**src/logic/pattern_sequencer_regs.vh**
```
// Constants for the pattern display sequencer.
// Included by the sequencer and its table memory; definitions only.
`ifndef PATTERN_SEQUENCER_REGS_VH
`define PATTERN_SEQUENCER_REGS_VH

// Entry word field positions
`define ENT_DEPTH_LSB    0
`define ENT_DEPTH_MSB    3
`define ENT_START_LSB    4
`define ENT_START_MSB    6
`define ENT_CHAN_LSB     7
`define ENT_CHAN_MSB     8
`define ENT_COLOR_LSB    9
`define ENT_COLOR_MSB    11
`define ENT_TRIG_BIT     12
`define ENT_FCHG_BIT     13
`define ENT_TAIL_BIT     14
`define ENT_EXP_LSB      15
`define ENT_EXP_MSB      38
`define ENT_DARK_LSB     39
`define ENT_DARK_MSB     62
`define ENT_WIDTH        63

// Timing
`define CLK_PERIOD_PS    5000
`define BLACK_TAIL_NS    105000
`define BLACK_TAIL_CYC   ((`BLACK_TAIL_NS * 1000 + `CLK_PERIOD_PS - 1) / `CLK_PERIOD_PS)

// Reset values
`define COLOR_OFF        3'h0

`endif

```
**src/logic/seq_table_mem.v**
```verilog
// Pattern entry table and display order remap table.
// Assumes a single clock; read data appear one cycle after the address.
`timescale 1ns/10ps
`default_nettype none
`include "pattern_sequencer_regs.vh"
module seq_table_mem #(
  parameter AW = 6
) (
  input  wire                   mclk_i,      // Clock
  input  wire                   ent_we_i,    // Entry write strobe
  input  wire [AW-1:0]          ent_waddr_i, // Entry write address
  input  wire [`ENT_WIDTH-1:0]  ent_wdata_i, // Entry write data
  input  wire                   map_we_i,    // Remap write strobe
  input  wire [AW-1:0]          map_waddr_i, // Remap write slot
  input  wire [AW-1:0]          map_wdata_i, // Entry index for slot
  input  wire [AW-1:0]          slot_i,      // Slot to look up
  output reg  [AW-1:0]          idx_o,       // Entry index of slot
  input  wire [AW-1:0]          ent_raddr_i, // Entry read address
  output reg  [`ENT_WIDTH-1:0]  ent_o        // Entry read data
);
  reg [`ENT_WIDTH-1:0] ent_mem [0:(1<<AW)-1];
  reg [AW-1:0]         map_mem [0:(1<<AW)-1];

  always @(posedge mclk_i) begin
    if (ent_we_i) begin
      ent_mem[ent_waddr_i] <= ent_wdata_i;
    end
    if (map_we_i) begin
      map_mem[map_waddr_i] <= map_wdata_i;
    end
    idx_o <= map_mem[slot_i];
    ent_o <= ent_mem[ent_raddr_i];
  end
endmodule
`default_nettype wire

```
**src/logic/pattern_sequencer.v**
```verilog
// Pattern display sequencer with trigger wait and video pattern mode.
// Host loads entries and remap slots via strobes; video arrives on pins.
// How it works
// Before a trigger-wait entry, a preceding entry with its tail bit set gets an all-black tail.
// The black tail is stored with the preceding original entry and follows remaps.
// The black tail lasts 105 us.
// Without a tail, the last bit-plane of the prior slot stays during the wait.
// Host never programs an entry shorter than 105 us.
// Host may build a reusable black plus triggered black trigger set.
// Video mode takes bit-planes from incoming RGB frames, not stored images.
// Video mode: vertical sync triggers each pass through the sequence.
// Loss of video lock blanks the output with a solid curtain.
// Lock status is reported high continuously while video is locked.
// Video entry shows depth bits of one channel from start bit, chosen colour.
// After the sequence, output stays dark for the rest of the frame.
// Video mode repeats the whole sequence each frame with new data.
// Remapped slots use every attribute of the entry they point to.
// Remap writes leave entries untouched; an entry may fill several slots.
// Frame-change entry waits for next vsync before display.
// Each entry shows exposure then dark time before advancing.
`timescale 1ns/10ps
`default_nettype none
`include "pattern_sequencer_regs.vh"
module pattern_sequencer #(
  parameter AW        = 6,
  parameter TAIL_CYC  = `BLACK_TAIL_CYC,
  parameter LOCK_CYC  = 24'h0F_FFFF
) (
  input  wire                  mclk_i,         // 200 MHz clock
  input  wire                  arst_n_i,       // Async reset, low
  input  wire                  ent_we_i,       // Sequence table load strobe
  input  wire [AW-1:0]         ent_waddr_i,    // Entry address
  input  wire [`ENT_WIDTH-1:0] ent_wdata_i,    // Entry word
  input  wire                  map_we_i,       // Display order remap strobe
  input  wire [AW-1:0]         map_waddr_i,    // Remap slot
  input  wire [AW-1:0]         map_wdata_i,    // Entry for slot
  input  wire [AW-1:0]         last_slot_i,    // Last slot of sequence
  input  wire                  start_i,        // Run level
  input  wire                  video_mode_i,   // Video pattern mode
  input  wire                  trig_in_i,      // Input trigger pin
  input  wire                  vsync_i,        // Video vertical sync pin
  input  wire                  vid_de_i,       // Video data enable pin
  input  wire [23:0]           vid_rgb_i,      // Video pixel R,G,B pin
  input  wire                  stored_plane_i, // Stored image bit-plane
  output reg                   plane_o,        // Displayed bit-plane
  output reg  [2:0]            color_o,        // Illumination colour
  output reg                   curtain_o,      // Solid curtain shown
  output reg                   video_input_lock_status_o, // Locked status
  output reg                   busy_o          // Sequence running
);
  localparam S_IDLE = 7'h01, S_FETCH = 7'h02, S_WAIT = 7'h04, S_EXP = 7'h08,
             S_DARK = 7'h10, S_TAIL = 7'h20, S_FRAME = 7'h40;

  // Two-flop synchronisers
  reg [1:0]  trig_sync_reg, vs_sync_reg, de_sync_reg;
  reg [23:0] rgb_s1_reg, rgb_s2_reg;
  reg        vs_d_reg, trig_d_reg;
  always @(posedge mclk_i or negedge arst_n_i) begin
    if (!arst_n_i) begin
      trig_sync_reg <= 2'h0;
      vs_sync_reg   <= 2'h0;
      de_sync_reg   <= 2'h0;
      rgb_s1_reg    <= 24'h0;
      rgb_s2_reg    <= 24'h0;
      vs_d_reg      <= 1'b0;
      trig_d_reg    <= 1'b0;
    end else begin
      trig_sync_reg <= {trig_sync_reg[0], trig_in_i};
      vs_sync_reg   <= {vs_sync_reg[0], vsync_i};
      de_sync_reg   <= {de_sync_reg[0], vid_de_i};
      rgb_s1_reg    <= vid_rgb_i;
      rgb_s2_reg    <= rgb_s1_reg;
      vs_d_reg      <= vs_sync_reg[1];
      trig_d_reg    <= trig_sync_reg[1];
    end
  end
  wire vs_rise   = vs_sync_reg[1] & ~vs_d_reg;
  wire trig_rise = trig_sync_reg[1] & ~trig_d_reg;

  // Lock detect: vsync must keep arriving within LOCK_CYC
  // Counter starts saturated, so two close vsyncs are needed to lock
  reg [23:0] lock_cnt_reg;
  reg        locked_reg;
  always @(posedge mclk_i or negedge arst_n_i) begin
    if (!arst_n_i) begin
      lock_cnt_reg <= LOCK_CYC[23:0];
      locked_reg   <= 1'b0;
    end else if (vs_rise) begin
      lock_cnt_reg <= 24'h0;
      locked_reg   <= (lock_cnt_reg != LOCK_CYC[23:0]);
    end else if (lock_cnt_reg == LOCK_CYC[23:0]) begin
      locked_reg   <= 1'b0;
    end else begin
      lock_cnt_reg <= lock_cnt_reg + 24'h1;
    end
  end

  // Frame capture: first active pixel of each frame
  reg [23:0] frame_reg;
  reg        grabbed_reg;
  always @(posedge mclk_i or negedge arst_n_i) begin
    if (!arst_n_i) begin
      frame_reg   <= 24'h0;
      grabbed_reg <= 1'b0;
    end else if (vs_rise) begin
      grabbed_reg <= 1'b0;
    end else if (de_sync_reg[1] && !grabbed_reg) begin
      frame_reg   <= rgb_s2_reg;
      grabbed_reg <= 1'b1;
    end
  end

  // Table memories
  reg  [AW-1:0]         slot_reg;
  wire [AW-1:0]         idx;
  wire [`ENT_WIDTH-1:0] ent;
  seq_table_mem #(.AW(AW)) u_mem (
    .mclk_i      (mclk_i),
    .ent_we_i    (ent_we_i),
    .ent_waddr_i (ent_waddr_i),
    .ent_wdata_i (ent_wdata_i),
    .map_we_i    (map_we_i),
    .map_waddr_i (map_waddr_i),
    .map_wdata_i (map_wdata_i),
    .slot_i      (slot_reg),
    .idx_o       (idx),
    .ent_raddr_i (idx),
    .ent_o       (ent)
  );

  function [7:0] pick_bits;
    input [23:0] rgb;
    input [1:0]  chan;
    begin
      case (chan)
        2'h0:    pick_bits = rgb[23:16];
        2'h1:    pick_bits = rgb[15:8];
        default: pick_bits = rgb[7:0];
      endcase
    end
  endfunction

  reg [6:0]            state_reg;
  reg [`ENT_WIDTH-1:0] cur_reg;
  reg [23:0]           tmr_reg;
  reg [3:0]            bit_reg;
  reg [1:0]            fetch_reg;
  reg                  hold_plane_reg;
  wire [3:0]  depth  = cur_reg[`ENT_DEPTH_MSB:`ENT_DEPTH_LSB];
  wire [23:0] exp_t  = cur_reg[`ENT_EXP_MSB:`ENT_EXP_LSB];
  wire [23:0] dark_t = cur_reg[`ENT_DARK_MSB:`ENT_DARK_LSB];
  wire [23:0] plane_t = (depth == 4'h0) ? exp_t : exp_t / {20'h0, depth};
  wire [2:0]  bitpos = cur_reg[`ENT_START_MSB:`ENT_START_LSB] + bit_reg[2:0];
  wire [7:0]  chanv  = pick_bits(frame_reg, cur_reg[`ENT_CHAN_MSB:`ENT_CHAN_LSB]);
  wire        live_plane = video_mode_i ? chanv[bitpos] : stored_plane_i;
  wire        at_end = (slot_reg == last_slot_i);
  wire        nxt_wait = ent[`ENT_TRIG_BIT] | ent[`ENT_FCHG_BIT] |
                         (video_mode_i & (slot_reg == {AW{1'b0}}));

  always @(posedge mclk_i or negedge arst_n_i) begin
    if (!arst_n_i) begin
      state_reg <= S_IDLE;
      cur_reg   <= {`ENT_WIDTH{1'b0}};
      slot_reg  <= {AW{1'b0}};
      tmr_reg   <= 24'h0;
      bit_reg   <= 4'h0;
      fetch_reg <= 2'h0;
      hold_plane_reg <= 1'b0;
      plane_o   <= 1'b0;
      color_o   <= `COLOR_OFF;
      curtain_o <= 1'b0;
      busy_o    <= 1'b0;
      video_input_lock_status_o <= 1'b0;
    end else begin
      video_input_lock_status_o <= locked_reg;
      curtain_o <= video_mode_i & ~locked_reg;
      busy_o    <= (state_reg != S_IDLE);
      case (state_reg)
        S_IDLE: begin
          plane_o  <= 1'b0;
          color_o  <= `COLOR_OFF;
          slot_reg <= {AW{1'b0}};
          if (start_i) begin
            fetch_reg <= 2'h0;
            state_reg <= S_FETCH;
          end
        end
        S_FETCH: begin
          fetch_reg <= fetch_reg + 2'h1;
          if (fetch_reg == 2'h2) begin
            cur_reg <= ent;
            bit_reg <= 4'h0;
            if (nxt_wait) begin
              state_reg <= ent[`ENT_TRIG_BIT] & ~video_mode_i ? S_WAIT : S_FRAME;
            end else begin
              tmr_reg   <= 24'h0;
              state_reg <= S_EXP;
            end
          end
        end
        S_WAIT: begin
          plane_o <= hold_plane_reg;
          if (!start_i) begin
            state_reg <= S_IDLE;
          end else if (trig_rise) begin
            tmr_reg   <= 24'h0;
            state_reg <= S_EXP;
          end
        end
        S_FRAME: begin
          plane_o <= 1'b0;
          color_o <= `COLOR_OFF;
          if (!start_i) begin
            state_reg <= S_IDLE;
          end else if (de_sync_reg[1] && !grabbed_reg) begin
            // Leave as the new frame's pixel is captured, never on stale data
            tmr_reg   <= 24'h0;
            state_reg <= S_EXP;
          end
        end
        S_EXP: begin
          plane_o <= live_plane & ~curtain_o;
          hold_plane_reg <= live_plane;
          color_o <= cur_reg[`ENT_COLOR_MSB:`ENT_COLOR_LSB];
          if (tmr_reg + 24'h1 >= plane_t && bit_reg + 4'h1 < depth) begin
            tmr_reg <= 24'h0;
            bit_reg <= bit_reg + 4'h1;
          end else if (tmr_reg + 24'h1 >= plane_t) begin
            tmr_reg   <= 24'h0;
            state_reg <= S_DARK;
          end else begin
            tmr_reg <= tmr_reg + 24'h1;
          end
        end
        S_DARK: begin
          plane_o <= 1'b0;
          color_o <= `COLOR_OFF;
          if (tmr_reg >= dark_t) begin
            tmr_reg <= 24'h0;
            if (cur_reg[`ENT_TAIL_BIT]) begin
              state_reg <= S_TAIL;
            end else begin
              slot_reg  <= at_end ? {AW{1'b0}} : slot_reg + {{(AW-1){1'b0}}, 1'b1};
              fetch_reg <= 2'h0;
              state_reg <= (at_end & ~video_mode_i & ~start_i) ? S_IDLE : S_FETCH;
            end
          end else begin
            tmr_reg <= tmr_reg + 24'h1;
          end
        end
        S_TAIL: begin
          plane_o <= 1'b0;
          color_o <= `COLOR_OFF;
          hold_plane_reg <= 1'b0;
          if (tmr_reg + 24'h1 >= TAIL_CYC[23:0]) begin
            slot_reg  <= at_end ? {AW{1'b0}} : slot_reg + {{(AW-1){1'b0}}, 1'b1};
            fetch_reg <= 2'h0;
            state_reg <= S_FETCH;
          end else begin
            tmr_reg <= tmr_reg + 24'h1;
          end
        end
        default: state_reg <= S_IDLE;
      endcase
    end
  end
endmodule
`default_nettype wire

```
**config.mk**
```make
export PLATFORM = sky130hd
export DESIGN_NAME = pattern_sequencer
export DESIGN_NICKNAME = d
export VERILOG_FILES = /design/src/logic/seq_table_mem.v /design/src/logic/pattern_sequencer.v
export VERILOG_INCLUDE_DIRS = /design/src /design/src/logic
export SDC_FILE = /design/constraint.sdc
export NUM_CORES = 2
export LEC_CHECK = 0
export BUFFER_PORTS_ARGS = -buffer_cell sky130_fd_sc_hd__buf_2
export CAP_MARGIN = 30
export CORE_MARGIN = 4
export CORE_UTILIZATION = 30
export DETAILED_ROUTE_END_ITERATION = 8
export GPL_ROUTABILITY_DRIVEN = 0
export HOLD_SLACK_MARGIN = 0.1
export SYNTH_ARGS = -nofsm -noshare
export SYNTH_HDL_FRONTEND = slang
export SYNTH_MEMORY_MAX_BITS = 65536
export SYNTH_SLANG_ARGS = --single-unit
```
**constraint.sdc**
```tcl
create_clock -name mclk_i -period 44.4 [get_ports mclk_i]
set_input_delay 6.66 -clock mclk_i [delete_from_list [all_inputs] [get_ports mclk_i]]
set_output_delay 6.66 -clock mclk_i [all_outputs]
set_load 0.02 [all_outputs]
```
; ---- Word-level counts from Yosys, hierarchy flattened
; Memories as Yosys holds them, arrays and structs flattened. A register that Yosys moved wholly into a read port is not among the register bits.
; Index checks and enable logic that the tools add are counted.
[totals]
register_bits = 220
ram_bits = 4416
input_bits = 121
output_inout_bits = 7
wordCells = 164
n_memories = 2
[memory_table]
columns = memory, depth, width, rd, rd_ports_with_merged_regs, write_ports, line_no
row1 = u_mem.ent_mem, 64, 63, 1, 1, 1, seq_table_mem.v:21  ; reg [`ENT_WIDTH-1:0] ent_mem [0:(1<<AW)-1];
row2 = u_mem.map_mem, 64, 6, 1, 1, 1, seq_table_mem.v:22  ; reg [AW-1:0] map_mem [0:(1<<AW)-1];
[classes]
add_sub_neg = 6
n_div = 1
order_cmp = 5
eq_ne = 30
n_mux = 57
n_bitwise = 17
reduce_logical = 23
[op_table]
columns = operator, n
row1 = 24-bit 2-to-1 mux, 13
row2 = 24-bit one-hot mux with 6 select lines, 1
row3 = 7-bit 2-to-1 mux, 12
row4 = 7-bit one-hot mux with 7 select lines, 1
row5 = 24-bit by 1-bit adder with 24-bit output (second input constant), 2
row6 = 24-bit >= comparator, 2
row7 = 6-bit 2-to-1 mux, 5
row8 = 2-bit != test (second input constant), 15
row9 = 24-bit by 4-bit divider with 24-bit output, 1
row10 = 24-bit by 20-bit equality test with 1-bit output (second input constant), 1
row11 = 24-bit by 15-bit >= comparator with 1-bit output (second input constant), 1
row12 = 24-bit by 20-bit != test with 1-bit output (second input constant), 1
row13 = 6-bit one-hot mux with 3 select lines, 1
row14 = 8-bit one-hot mux with 2 select lines, 1
row15 = 8-bit AND reduction, 2
row16 = 1-bit 2-to-1 mux, 10
row17 = 2-bit 2-to-1 mux, 5
row18 = 2-bit nonzero test, 5
row19 = 1-bit AND, 8
row20 = 4-bit 2-to-1 mux, 2
row21 = 2-bit one-hot mux with 4 select lines, 1
row22 = 4-bit one-hot mux with 2 select lines, 1
row23 = 7-bit by 1-bit equality test with 1-bit output (second input constant), 1
row24 = 7-bit by 2-bit equality test with 1-bit output (second input constant), 1
row25 = 35 further kinds, 46

; ---- Longest topological paths before layout
[logic_depth]
word_depth = 7
mapped_depth = 277
depth_no_buf = 261

; ---- Modules after synthesis
; From an unflattened synthesis, not the netlist that was laid out.
[hier_totals]
cells_unflattened = 9681
hier_area_um2 = 189011.3
[by_module_without_submodules]
columns = mod, instances, cells_each, area_each_um2, seq_area_each_um2
row1 = seq_table_mem, 1, 7237, 168616.7, 133988.5
row2 = pattern_sequencer, 1, 2444, 20394.6, 5481.5

; ---- Least setup slack after synthesis
; Ideal clock, no wire load.
[synth_path]
path_kind = register to register
startpoint = register cur_reg[0]
endpoint = register tmr_reg[1]
setup_time_ps = 83
arrival_ps = 48454
required_ps = 44317
setup_slack_ps = -4137
stages_incl_launch_ff = 260
path_buffers = 16
synth_period_minus_slack_ps = 48537
cell_sequence = dfrtp_1 -> inv_1 -> ha_1 -> nor4b_1 -> a2bb2oi_1 -> ha_1 -> nor2_1 -> or3_1 -> mux2_4 -> ha_1 -> inv_1 -> nand3_1 -> nor4bb_1 -> a21o_1 -> ha_1 -> a21boi_0 -> nor2_1 -> mux2_2 -> [... 224 more ...] -> a21oi_1 -> o31ai_1 -> a21oi_1 -> nor2b_1 -> o21ai_0 -> nand2b_1 -> a21oi_1 -> nor2b_1 -> o21ai_0 -> nand2b_1 -> a21oi_1 -> inv_1 -> a21oi_1 -> nand2_1 -> a31o_2 -> clkbuf_1 -> clkbuf_1 -> o21ai_0
[synth_via]
elab_chain_len = 6
elab_cells_between_ends = 9
classes_between = 1 x div / 2 x order compare / 4 x mux / 2 x reduce/logical
[synth_lines]
columns = element, line_no
row1 = start: declaration, pattern_sequencer.v:144  ; reg [`ENT_WIDTH-1:0] cur_reg;
row2 = start signal: assignment, pattern_sequencer.v:163  ; cur_reg <= {`ENT_WIDTH{1'b0}};
row3 = start signal: assignment, pattern_sequencer.v:191  ; cur_reg <= ent;
row4 = 24-bit by 4-bit divider with 24-bit output or 4-bit zero test (tied branches), pattern_sequencer.v:152  ; wire [23:0] plane_t = (depth == 4'h0) ? exp_t : exp_t / {20'h0, depth};
row5 = 24-bit 2-to-1 mux, pattern_sequencer.v:152
row6 = 24-bit >= comparator, "pattern_sequencer.v:225, pattern_sequencer.v:228"
row7 = 24-bit 2-to-1 mux or 1-bit logical AND (tied branches), "pattern_sequencer.v:228, pattern_sequencer.v:225"
row8 = 24-bit 2-to-1 mux *, pattern_sequencer.v:225  ; if (tmr_reg + 24'h1 >= plane_t && bit_reg + 4'h1 < depth) begin
row9 = 24-bit one-hot mux with 6 select lines *, pattern_sequencer.v:178  ; case (state_reg)
row10 = end signal: assignment, pattern_sequencer.v:232  ; tmr_reg <= tmr_reg + 24'h1;
row11 = end signal: assignment, pattern_sequencer.v:248  ; tmr_reg <= tmr_reg + 24'h1;
row12 = end signal: assignment, pattern_sequencer.v:260  ; tmr_reg <= tmr_reg + 24'h1;
row13 = end: declaration, pattern_sequencer.v:145  ; reg [23:0] tmr_reg;
; Mark *: on every way between the ends. The rest lies on a longest branch, timed or not.
; A chain may end at the register's enable or synchronous reset.

; ---- Worst setup path after layout
[layout_path]
startpoint = register cur_reg[0]
endpoint = register tmr_reg[6]
; Same word-level chain as after synthesis.

==> results.sh <==
export IMPL_vias=96800
export IMPL_drtIter0Drc=13100
export IMPL_ys_seq_area_frac=0.739
export IMPL_nNetsFinal=9926
export IMPL_ant_nets=0
export IMPL_cts_buffers=464
export IMPL_crit_buf_inv=11
export IMPL_synth_area_top_cells="edfxtp_1, mux4_2, dfrtp_1"
export IMPL_finalClockSkew_ps=142
export IMPL_fillers=57600
export IMPL_synth_fp_nets=9228
export IMPL_grt_pass1_wl_um=760000
export IMPL_setup_viol=0
export IMPL_cts_sinks=4703
export IMPL_cts_tree="yes"
export IMPL_critPathTopFamily="compound AO/OA/AOI/OAI gates"
export IMPL_top_regs="u_mem.ent_mem: 4032 flops, u_mem.map_mem: 384 flops, u_mem.ent_o: 63 flops"
export IMPL_initial_core_util=0.301
export IMPL_dieArea_um2=642000
export IMPL_hpwl_um=308000
export IMPL_path_depth=259
export IMPL_maxSlewHeadroom=0.191
export IMPL_netlist_area_leader_share=0.702
export IMPL_cap_violations=0
export IMPL_slowest_stage="or4_4"
export IMPL_drv_slew=0
export IMPL_grt_max_degree=122
export IMPL_outcome="finished, final reports clean"
export IMPL_worstHoldPathType="reg -> reg"
export IMPL_ff2ff_path_depth=259
export IMPL_grt_busiest_layer="met2"
export IMPL_firstDrtPassIters=6
export IMPL_fin_crit_ps=43020
export IMPL_yosysTopAreaCell="edfxtp_1"
export IMPL_htree_levels=5
export IMPL_gr_usage_met2=0.267
export IMPL_grt_pass1_vias=95500
export IMPL_drive_gt1_frac=0.323
export IMPL_worstHoldPathCells=0
export IMPL_avgSynthCellArea_um2=21.1
export IMPL_clkTransAtPathRegs_ps=60
export IMPL_synthArstFlopShare=0.0464
export IMPL_ys_warnings_count=0
export IMPL_cts_buffer_depth=4
export IMPL_viasPerCell=5.25
export IMPL_synth_edf_count=4416
export IMPL_synthFlopType="edfxtp_1"
export IMPL_portBuffers=127
export IMPL_row_count=291
export IMPL_setup_tns_ps=0
export IMPL_worst_pin_slew_ps=1200
export IMPL_hold_buffers=0
export IMPL_cts_root_buf="clkbuf_16"
export IMPL_overflow=0
export IMPL_worst_ep_arrival_time_ps=43900
export IMPL_cp_end_kind="flip-flop"
export IMPL_netlist_area_um2=189000
export IMPL_start_kind="flip-flop"
export IMPL_regMostFlops="u_mem.ent_mem"
export IMPL_critical_path_required_ps=45280
export IMPL_antenna_found_initial=77
export IMPL_synth_cells=8956
export IMPL_fp_dieW_um=801
export IMPL_use_met1=0.226
export IMPL_synth_seq_cells=4703
export IMPL_syn2layout_area_growth_pct=17.0
export IMPL_cpPeakStageDelay_ps=540
export IMPL_clkLatencyLatePin_ps=1080
export IMPL_wl_per_cell_um=29.6
export IMPL_cp_max_fo=7
export IMPL_fp_dieH_um=801
export IMPL_track_usage=0.164
export IMPL_fmax_mhz=23.2
export IMPL_core_area_um2=628000
export IMPL_fin_crit_sh=0.969
export IMPL_routed_wl_um=545000
export IMPL_netlist_cell_type_count=126
export IMPL_critical_path_class="reg -> reg"
export IMPL_ios=128
export IMPL_use_met3=0.0314
export IMPL_grt_setup_unrepaired="true"
export IMPL_largest_register_ffs=4032
export IMPL_hold_viol_final=0
export IMPL_drcViolationCount=0
layout by cell type, fill, tap and decap left out, types with 117 or more instances in the layout:
cell,netlist,layout
nor2_1,374,278
o21ai_0,210,156
clkbuf_16,0,465
dfrtp_1,197,193
buf_4,5,436
mux4_2,1435,1435
edfxtp_1,4416,4416
ha_1,150,129
buf_2,5,128
a21oi_1,155,117
nand2_1,259,250
Yosys cell counts, types with 8 or more instances:
master    number
a211oi_1      16
a21boi_0      13
a21o_1        34
a21oi_1      155
a31oi_1       27
and2_1        36
and3_1        34
and4_1        13
buf_1         95
clkbuf_1     310
dfrtp_1      197
dfstp_2       21
dfxtp_1       69
edfxtp_1    4416
ha_1         150
inv_1        102
mux2_2        72
mux2i_1       56
mux4_2      1435
nand2_1      259
nand2b_1      56
nand3_1       88
nand3b_1      12
nand4_1       27
nor2_1       374
nor2b_1       34
nor3_1        90
nor4_1        24
o211ai_1      27
o21a_1        35
o21ai_0      210
o21ai_1       14
o22ai_1       19
o31a_1         8
o31ai_1       25
or2_2         19
or3_1         29
xnor2_1       81
xor2_1        59
metrics by stage:
step           cells  area (um^2)  utilization  hold slack [ps]  setup WS (ps)
2_1_floorplan   8956       189000            -              331           7.15
3_3_place_gp   17400       202000        0.322              332            111
3_5_place_dp   17400       203000        0.323              335           -796
4_1_cts        18300       219000        0.348              338           4.66
5_1_grt        18400       221000        0.352              352          -1510
6_report       18400       221000        0.352              331           1380
layout make-up:
type                            count  area [um^2]  share of cell area
Antenna cell                       16         40.0            0.000181
Tap cell                         8350        10400              0.0473
Sequential cell                  4703       140000               0.631
Multi-Input combinational cell   3735        49400               0.224
Timing Repair Buffer              647         5610              0.0254
Clock inverter                    268         2940              0.0133
Clock buffer                      609        12600              0.0570
Inverter                          103          390             0.00177
layer usage:
| metal | share of wire | vias to the layer above |
|---|---|---|
| met5 | 0.00036 | - |
| met4 | 0.029 | 32 |
| met3 | 0.085 | 860 |
| met2 | 0.48 | 4536 |
| met1 | 0.40 | 52400 |
| li1 | - | 39000 |
timing repair:
item,CTS,global route
cloned,2,2
pin swaps,10,134
setup buffers,11,85
resized for setup,25,223
endpoints found under the setup margin,35,35
logic make-up after synthesis:
kind of cell / share of synthesized area
AOI/OAI and AO/OA: 0.0249
xor gates and xnor gates: 0.00649
adders and majority gates: 0.0101
buffers and inverters: 0.0107
DFF: 0.739
muxes: 0.179
and+or+nand+nor: 0.0304
path summary, 6_finish.rpt:
check / from / to / slack (ps)
worst max-delay path: cur_reg[0]$_DFFE_PN0P_ / tmr_reg[6]$_DFFE_PN0P_ / 1380
worst min-delay path: rgb_s1_reg[1]$_DFF_PN0_ / rgb_s2_reg[1]$_DFF_PN0_ / 330
worst max register to register: cur_reg[0]$_DFFE_PN0P_ / tmr_reg[6]$_DFFE_PN0P_ / 1380
worst min register to register: rgb_s1_reg[1]$_DFF_PN0_ / rgb_s2_reg[1]$_DFF_PN0_ / 330
max in group asynchronous: arst_n_i / cur_reg[28]$_DFFE_PN0P_ / 36270
min in group asynchronous: arst_n_i / rgb_s2_reg[12]$_DFF_PN0_ / 5720
Power is left out: the tool's default activity adds up to more than one toggle a clock period on the data nets, which glitch-free logic cannot reach.
